--- src/mw_map.svh ---
// register offsets, field positions, reset values and timing counts for the wakeup block
`ifndef MW_MAP_SVH
`define MW_MAP_SVH

`define MW_OFF_ENABLE 8'h00
`define MW_OFF_EDGE 8'h04
`define MW_OFF_PEND 8'h08
`define MW_OFF_CTRL 8'h0C
`define MW_OFF_STAT 8'h10
`define MW_OFF_TIMER 8'h14

`define MW_CTRL_PORT_WAKE_IRQ_ENABLE 0
`define MW_CTRL_GIE 1
`define MW_CTRL_DLY 2
`define MW_CTRL_RC 3
`define MW_CTRL_HALT 4
`define MW_CTRL_IDLE 5

`define MW_RST_BYTE 8'h00
`define MW_TIMER_LOAD 9'h100
`define MW_TIMER_ONE 9'h001
`define MW_TIMER_ZERO 9'h000

`define MW_RESP_OKAY 2'h0
`define MW_RESP_SLVERR 2'h2

`endif

--- src/mw_pkg.sv ---
// types shared by the wakeup block
`default_nettype none

package mw_pkg;

  typedef enum logic [1:0] {
    MW_RUN = 2'b00,
    MW_HALT = 2'b01,
    MW_IDLE = 2'b10,
    MW_START = 2'b11
  } mw_pwr_e;

  typedef struct packed {
    logic awvalid;
    logic [7:0] awaddr;
    logic wvalid;
    logic [31:0] wdata;
    logic [3:0] wstrb;
    logic bready;
    logic arvalid;
    logic [7:0] araddr;
    logic rready;
  } mw_axi_req_s;

  typedef struct packed {
    logic awready;
    logic wready;
    logic bvalid;
    logic [1:0] bresp;
    logic arready;
    logic rvalid;
    logic [31:0] rdata;
    logic [1:0] rresp;
  } mw_axi_rsp_s;

  typedef struct packed {
    logic [7:0] en;
    logic [7:0] edg;
    logic [7:0] pend;
    logic port_wake_irq_enable;
    logic global_irq_enable;
    logic dly_sel;
    logic rc_mode;
    logic [7:0] sync1;
    logic [7:0] sync2;
    logic [7:0] prev;
    logic ck1;
    logic ck2;
    logic ckprev;
    logic rp1_n;
    logic rp2_n;
    mw_pwr_e pwr;
    logic [8:0] timer;
    logic osc_en;
    logic core_clk_en;
    logic irq;
    logic isr_first;
    logic [7:0] aw_addr;
    logic [7:0] w_data;
    logic w_lane0;
    mw_axi_rsp_s rsp;
  } mw_state_s;

endpackage

`default_nettype wire

--- src/mw_wakeup.sv ---
// multi-input wakeup, port interrupt and start-up delay with an AXI4-Lite register slave
//
// Chosen here: the AXI4-Lite register port and the register addresses.
`include "mw_map.svh"
`timescale 1ns/1ns
`default_nettype none

module mw_wakeup (
  // clock, reset, enable
  input wire logic clk_sys,
  input wire logic resetn,
  input wire logic clk_en,
  // register bus
  input wire mw_pkg::mw_axi_req_s axi_req,
  output var mw_pkg::mw_axi_rsp_s axi_rsp,
  // pins
  input wire logic [7:0] wake_pin,
  input wire logic clock_out_pin,
  input wire logic reset_pin_n,
  // power and interrupt
  output logic osc_enable,
  output logic core_clk_enable,
  output logic port_irq,
  output logic resume_to_isr,
  output var mw_pkg::mw_pwr_e power_state
);

  mw_pkg::mw_state_s s_q;
  mw_pkg::mw_state_s s_d;
  logic [7:0] edge_ev;

  // per-pin trigger on the synchronised pin
  genvar gi;
  generate
    for (gi = 0; gi < 8; gi++) begin : g_edge
      assign edge_ev[gi] = s_q.edg[gi] ? (s_q.prev[gi] & ~s_q.sync2[gi])
                                       : (~s_q.prev[gi] & s_q.sync2[gi]);
    end
  endgenerate

  always_comb begin
    logic wr_go;
    logic wr_hit;
    logic rd_hit;
    logic [7:0] pend_wr;
    logic armed;
    logic wake;
    logic need_dly;
    logic [7:0] rbyte;
    wr_go = 1'b0;
    wr_hit = 1'b0;
    rd_hit = 1'b0;
    pend_wr = s_q.pend;
    armed = 1'b0;
    wake = 1'b0;
    need_dly = 1'b0;
    rbyte = `MW_RST_BYTE;
    s_d = s_q;

    // two-flop synchronisers and edge history
    s_d.sync1 = wake_pin;
    s_d.sync2 = s_q.sync1;
    s_d.prev = s_q.sync2;
    s_d.ck1 = clock_out_pin;
    s_d.ck2 = s_q.ck1;
    s_d.ckprev = s_q.ck2;
    s_d.rp1_n = reset_pin_n;
    s_d.rp2_n = s_q.rp1_n;

    // write address and data, taken in either order
    if (axi_req.awvalid && s_q.rsp.awready) begin
      s_d.aw_addr = axi_req.awaddr;
      s_d.rsp.awready = 1'b0;
    end
    if (axi_req.wvalid && s_q.rsp.wready) begin
      s_d.w_data = axi_req.wdata[7:0];
      s_d.w_lane0 = axi_req.wstrb[0];
      s_d.rsp.wready = 1'b0;
    end
    wr_go = !s_q.rsp.awready && !s_q.rsp.wready && !s_q.rsp.bvalid;
    if (wr_go) begin
      wr_hit = 1'b1;
      unique case (s_q.aw_addr)
        `MW_OFF_ENABLE: begin
          if (s_q.w_lane0) s_d.en = s_q.w_data;
        end
        `MW_OFF_EDGE: begin
          if (s_q.w_lane0) s_d.edg = s_q.w_data;
        end
        `MW_OFF_PEND: begin
          if (s_q.w_lane0) pend_wr = s_q.w_data;
        end
        `MW_OFF_CTRL: begin
          if (s_q.w_lane0) begin
            s_d.port_wake_irq_enable = s_q.w_data[`MW_CTRL_PORT_WAKE_IRQ_ENABLE];
            s_d.global_irq_enable = s_q.w_data[`MW_CTRL_GIE];
            s_d.dly_sel = s_q.w_data[`MW_CTRL_DLY];
            s_d.rc_mode = s_q.w_data[`MW_CTRL_RC];
          end
        end
        `MW_OFF_STAT, `MW_OFF_TIMER: ;
        default: wr_hit = 1'b0;
      endcase
      s_d.rsp.bvalid = 1'b1;
      s_d.rsp.bresp = wr_hit ? `MW_RESP_OKAY : `MW_RESP_SLVERR;
    end
    if (s_q.rsp.bvalid && axi_req.bready) begin
      s_d.rsp.bvalid = 1'b0;
      s_d.rsp.awready = 1'b1;
      s_d.rsp.wready = 1'b1;
    end

    // pending: software write, then edges win over any clear
    s_d.pend = pend_wr | edge_ev;
    armed = |(s_q.en & s_q.pend);

    // read channel
    if (axi_req.arvalid && s_q.rsp.arready) begin
      rd_hit = 1'b1;
      unique case (axi_req.araddr)
        `MW_OFF_ENABLE: rbyte = s_q.en;
        `MW_OFF_EDGE: rbyte = s_q.edg;
        `MW_OFF_PEND: rbyte = s_q.pend;
        `MW_OFF_CTRL: begin
          rbyte[`MW_CTRL_PORT_WAKE_IRQ_ENABLE] = s_q.port_wake_irq_enable;
          rbyte[`MW_CTRL_GIE] = s_q.global_irq_enable;
          rbyte[`MW_CTRL_DLY] = s_q.dly_sel;
          rbyte[`MW_CTRL_RC] = s_q.rc_mode;
        end
        `MW_OFF_STAT: rbyte = {2'h0, s_q.isr_first, s_q.irq, s_q.core_clk_en,
                               s_q.osc_en, s_q.pwr};
        `MW_OFF_TIMER: rbyte = s_q.timer[7:0];
        default: rd_hit = 1'b0;
      endcase
      s_d.rsp.arready = 1'b0;
      s_d.rsp.rvalid = 1'b1;
      s_d.rsp.rdata = {24'h000000, rbyte};
      s_d.rsp.rresp = rd_hit ? `MW_RESP_OKAY : `MW_RESP_SLVERR;
    end
    if (s_q.rsp.rvalid && axi_req.rready) begin
      s_d.rsp.rvalid = 1'b0;
      s_d.rsp.arready = 1'b1;
    end

    // shared port interrupt request
    s_d.irq = armed && s_q.port_wake_irq_enable && s_q.global_irq_enable;

    // power sequencing
    need_dly = !s_q.rc_mode || s_q.dly_sel;
    unique case (s_q.pwr)
      mw_pkg::MW_RUN: begin
        if (wr_go && s_q.aw_addr == `MW_OFF_CTRL && s_q.w_lane0) begin
          if (s_q.w_data[`MW_CTRL_HALT] && !armed) begin
            s_d.pwr = mw_pkg::MW_HALT;
            s_d.osc_en = 1'b0;
            s_d.core_clk_en = 1'b0;
          end else if (s_q.w_data[`MW_CTRL_IDLE]) begin
            s_d.pwr = mw_pkg::MW_IDLE;
            s_d.core_clk_en = 1'b0;
          end
        end
      end
      mw_pkg::MW_HALT, mw_pkg::MW_IDLE: begin
        wake = |(s_q.en & edge_ev) || !s_q.rp2_n;
        if (s_q.pwr == mw_pkg::MW_HALT && s_q.rc_mode && s_q.ck2 && !s_q.ckprev) begin
          wake = 1'b1;
        end
        if (wake) begin
          s_d.isr_first = s_q.port_wake_irq_enable && s_q.global_irq_enable;
          s_d.osc_en = 1'b1;
          if (need_dly) begin
            s_d.pwr = mw_pkg::MW_START;
            s_d.timer = `MW_TIMER_LOAD;
          end else begin
            s_d.pwr = mw_pkg::MW_RUN;
            s_d.core_clk_en = 1'b1;
          end
        end
      end
      mw_pkg::MW_START: begin
        s_d.timer = s_q.timer - `MW_TIMER_ONE;
        if (s_q.timer == `MW_TIMER_ONE) begin
          s_d.pwr = mw_pkg::MW_RUN;
          s_d.core_clk_en = 1'b1;
        end
      end
    endcase

    if (!clk_en) begin
      s_d = s_q;
    end
  end

  always_ff @(posedge clk_sys or negedge resetn) begin
    if (!resetn) begin
      s_q <= '0;
      s_q.prev <= 8'hFF;
      s_q.sync1 <= 8'hFF;
      s_q.sync2 <= 8'hFF;
      s_q.ckprev <= 1'b1;
      s_q.ck1 <= 1'b1;
      s_q.ck2 <= 1'b1;
      s_q.rp1_n <= 1'b1;
      s_q.rp2_n <= 1'b1;
      s_q.osc_en <= 1'b1;
      s_q.core_clk_en <= 1'b1;
      s_q.rsp.awready <= 1'b1;
      s_q.rsp.wready <= 1'b1;
      s_q.rsp.arready <= 1'b1;
    end else begin
      s_q <= s_d;
    end
  end

  assign axi_rsp = s_q.rsp;
  assign osc_enable = s_q.osc_en;
  assign core_clk_enable = s_q.core_clk_en;
  assign port_irq = s_q.irq;
  assign resume_to_isr = s_q.isr_first;
  assign power_state = s_q.pwr;

endmodule

`default_nettype wire

--- config.mk ---
export PLATFORM = sky130hd
export DESIGN_NAME = mw_wakeup
export DESIGN_NICKNAME = d
export VERILOG_FILES = /design/src/mw_pkg.sv /design/src/mw_wakeup.sv
export VERILOG_INCLUDE_DIRS = /design/src
export SDC_FILE = /design/constraint.sdc
export NUM_CORES = 1
export LEC_CHECK = 0
export BUFFER_PORTS_ARGS = -buffer_cell sky130_fd_sc_hd__buf_4
export CAP_MARGIN = 5
export CORE_ASPECT_RATIO = 0.75
export CORE_MARGIN = 3
export CORE_UTILIZATION = 45
export CTS_BUF_LIST = sky130_fd_sc_hd__clkbuf_16
export CTS_CLUSTER_SIZE = 24
export DETAILED_ROUTE_END_ITERATION = 10
export PLACE_DENSITY = 0.71
export SLEW_MARGIN = 0
export SYNTH_ARGS = -nofsm -noshare
export SYNTH_HDL_FRONTEND = slang
export SYNTH_SLANG_ARGS = --single-unit
--- constraint.sdc ---
create_clock -name clk_sys -period 1.8 [get_ports clk_sys]
set_input_delay 0 -clock clk_sys [delete_from_list [all_inputs] [get_ports clk_sys]]
set_output_delay 0 -clock clk_sys [all_outputs]
set_load 0.1 [all_outputs]
==> summary.md <==
| Metric | Value |
|---|---|
| Vias per inst | `5.30` |
| Post-synth top area cell | `dfrtp_1` |
| Sw Pwr | `0.00367 W` |
| Leakage | `3.21 nW` |
| Worst Path Arrival | `between 2000 and 2500 ps` |
| Ys flop type | `dfrtp_1` |
| Post-Place Setup Slack | `-304 ps` |
| Placed cell count | `around 720` |
| Reg clk slew, reported paths | `around 70 ps` |
| Synth cell count leaders | `dfrtp_1 (70), mux2_2 (65), o21ai_0 (46)` |
| Status | `finished, violations left` |
| CTS root buf | `clkbuf_16` |
| Asr flop ratio synth | `100%` |
| CTS tree | `yes` |
| Area growth, synth to finish | `34.1%` |
| Gate power share | `42.1%` |
| Die area | `13400 um^2` |
| Sw Ratio | `between 30% and 40%` |
| DRT iter0 DRCs | `~170` |
| Critical Path Fanout Max | `3` |
| Achievable frequency | `490 MHz` |
| WHS | `between 80 and 90 ps` |
| Fin worst setup slack | `-239 ps` |
| Initial antenna violation count | `0` |
| Routability Congestion | `0.927` |
| Ports | `around 120` |
| CP startpoint | `s_q[67]` |
| Detail Placement HPWL | `9.69 mm` |
| Hold Path Class | `input pin to flip-flop` |
| Relative slew slack | `59.4%` |
| Vias | `a little over 4k` |
| Area of the multi-input gates | `between 2000 and 3000 um^2` |
| Top cell type's share of synthesized area | `~32%` |
| Setup violations, final | `16` |
| Post-synth EDFFs | `0` |
| Cell Count, Final, Fillers Out | `about 780` |
| Layout cells sized above 1 | `between 40% and 50%` |
| Cells on worst reg2reg path | `6` |
| Clock share of power | `between 20% and 30%` |
| Total of max-cap violations | `0` |
| DIE WIDTH | `about 130 um` |
| Final max-slew violation count | `0` |
| CP Class | `flip-flop to flip-flop` |
| Worst Path Required | `around 2000 ps` |
| Latest clock arrival within the worst-skew pair | `roughly 350 ps` |
| Failing checks | `setup timing` |
| Post-route ant nets | `0` |
| Cells after Synth | `around 460` |
| Critical path endpoint category | `flip-flop` |
| Final min period | `2040 ps` |
| Routed wire length | `roughly 13 mm` |
| Chip height | `around 100 um` |
| Register area | `approximately 2600 um^2` |
| Worst-margin pin slew | `603 ps` |
| Cell Int Power | `~0.006 W` |
| Avg Synthesized Cell Area | `between 10 and 15 um^2` |
| Final Hold Viols | `0` |
| Pwr Density | `about 1300 nW/um^2` |
| Synth Register Bits | `~100` |
| Critical Path Start Type | `flip-flop` |
| Clk buf depth | `2` |
| Min-delay src | `axi_req[4]` |
| Placed Instance Area | `6350 um^2` |
| Residual DRC | `0` |
| Met3 wire length | `roughly 840 um` |
| Gr usage total | `roughly 20%` |
| Distinct cells, synth | `64` |
| Core Area | `about 11000 um^2` |
| DR WL/cell | `17.3 um` |
| Vias in the first global route | `4368` |
| # H-tree levels | `3` |
| IO buf count | `63` |
| Row count | `33` |
| Worst R2R Start | `s_q[67]` |
| Largest net degree at the start of global routing | `40` |
| Total CTS buffers | `9` |
| Top cells by area, synth | `dfrtp_1 (32%), dfstp_2 (17%), mux2_2 (14%), buf_4 (6.3%), o21ai_0 (4.3%)` |
| Sinks on Clock Net | `104` |
| Yosys warns | `0` |
| Flop pwr share | `roughly 36%` |
| Worst Skew | `around 8.1 ps` |
| Post-layout instance area | `roughly 7200 um^2` |
| Uppermost layer routed | `met4` |
| Drt first pass iters | `4` |
| Starting Density | `a little under half` |
| Hold path cells | `3` |
| RSZ-0062 raised after global routing | `true` |
| Final Cycle Share | `113%` |
| Routed length on met1 | `6.18 mm` |
| First-pass GRT wire length | `21.8 mm` |
| Nets@finish | `691` |
| Seq/Total Area, Yosys | `slightly below 50%` |
| Ant diodes | `0` |
| Most common cell in the netlist | `dfrtp_1` |
| Met2 Routed Length | `roughly 6.1 mm` |
| Core Util, Final | `64.0%` |
| Fill count | `between 800 and 900` |
| Mapped Area | `~5400 um^2` |
| Grt total ovfl | `0` |
| Worst vdd ir | `between 0.0009 and 0.001 V` |
-- worst paths after layout --
| check | to | slack [ps] |
|---|---|---|
| worst min register to register | axi_rsp[2] | 480 |
| worst max register to register | power_state[0] | -240 |
| worst min-delay path | axi_rsp[1] | 90 |
| worst max-delay path | power_state[0] | -240 |
| max in group asynchronous | s_q[79] | 1020 |
| min in group asynchronous | s_q[111] | 140 |
-- cell usage in the layout, fill, tap and decap left out, drive strengths merged, types with 3 or more instances in the layout --
| cell | n |
|---|---|
| a21oi | 9 |
| a22oi | 10 |
| a2bb2oi | 4 |
| a31oi | 5 |
| a32o | 3 |
| and2 | 3 |
| and3b | 4 |
| buf | 133 |
| clkbuf | 9 |
| conb | 26 |
| dfrtp | 70 |
| dfstp | 34 |
| dlygate4sd3 | 39 |
| ha | 6 |
| inv | 13 |
| mux2 | 67 |
| mux2i | 12 |
| mux4 | 4 |
| nand2 | 36 |
| nand2b | 4 |
| nand3 | 6 |
| nand4 | 3 |
| nand4b | 4 |
| nor2 | 8 |
| nor2b | 5 |
| nor3 | 4 |
| nor3b | 7 |
| nor4 | 4 |
| o21ai | 47 |
| o31ai | 6 |
-- through the flow --
stage,setup TNS (ps),power [W]
floorplan,-263,0.00588
global placement,-2520,0.00700
detailed placement,-3240,0.00715
CTS,-2200,0.00954
global route,-3390,0.0101
finish,-2020,0.00962
-- layout make-up --
type | instances | share of cell area (%)
repair buffers | 172 | 20.0
well taps | 157 | 2.71
clock buffers | 9 | 3.11
inverters | 11 | 0.570
clock inverters | 7 | 1.30
flip-flops and latches | 104 | 36.5
multi-input cells | 317 | 35.8
-- registers in the layout, indices dropped and copies added, names as in the netlist --
name and count:
s_q 83, axi_rsp 15, resume_to_isr 1, osc_enable 1, core_clk_enable 1, port_irq 1
power_state 2
-- power by group through the flow --
stage / logic [W] / registers [W] / clock network, W
after floorplan: 0.00237 / 0.00351 / 0
after global placement: 0.00357 / 0.00343 / 0
after detailed placement: 0.00368 / 0.00347 / 0
after CTS: 0.00394 / 0.00346 / 0.00215
after global routing: 0.00434 / 0.00355 / 0.00224
final: 0.00405 / 0.00348 / 0.00209
-- per-layer routing --
metal	global-route usage (%)	vias up
met5	0	-
li1	-	1935
met3	5.04	29
met2	33.2	146
met4	8.15	0
met1	27.1	2011
-- repair_timing --
item                                    in CTS  in global routing
hold endpoints to repair                    98                  0
pin swaps                                    7                  4
endpoints found under the setup margin      22                 26
setup buffers                                2                  1
gates resized for setup                     23                 22
hold buffers                                39                  0
-- worst max-delay path, cell delays in order, from the launching register on --
cell	delay, ps
dfrtp_1	380
or4_4	560
nor3_4	160
nand3b_1	130
a2bb2oi_2	180
and3_4	230
mux2_4	300
-- cells by family (layout without fill, tap and decap cells) --
kind of cell | count (synthesis) | count (layout) | share of synthesized area [%]
flip-flops | 104 | 104 | 48.9
other | 1 | 26 | 0.0694
adder cells (fa/ha/maj) | 6 | 6 | 1.39
multiplexers | 83 | 83 | 18.1
AND/OR/NAND/NOR | 104 | 104 | 12.1
AO/OA/AOI/OAI | 98 | 98 | 11.6
buffers and inverters | 67 | 199 | 7.83
Power figures use the tool's default switching activity.
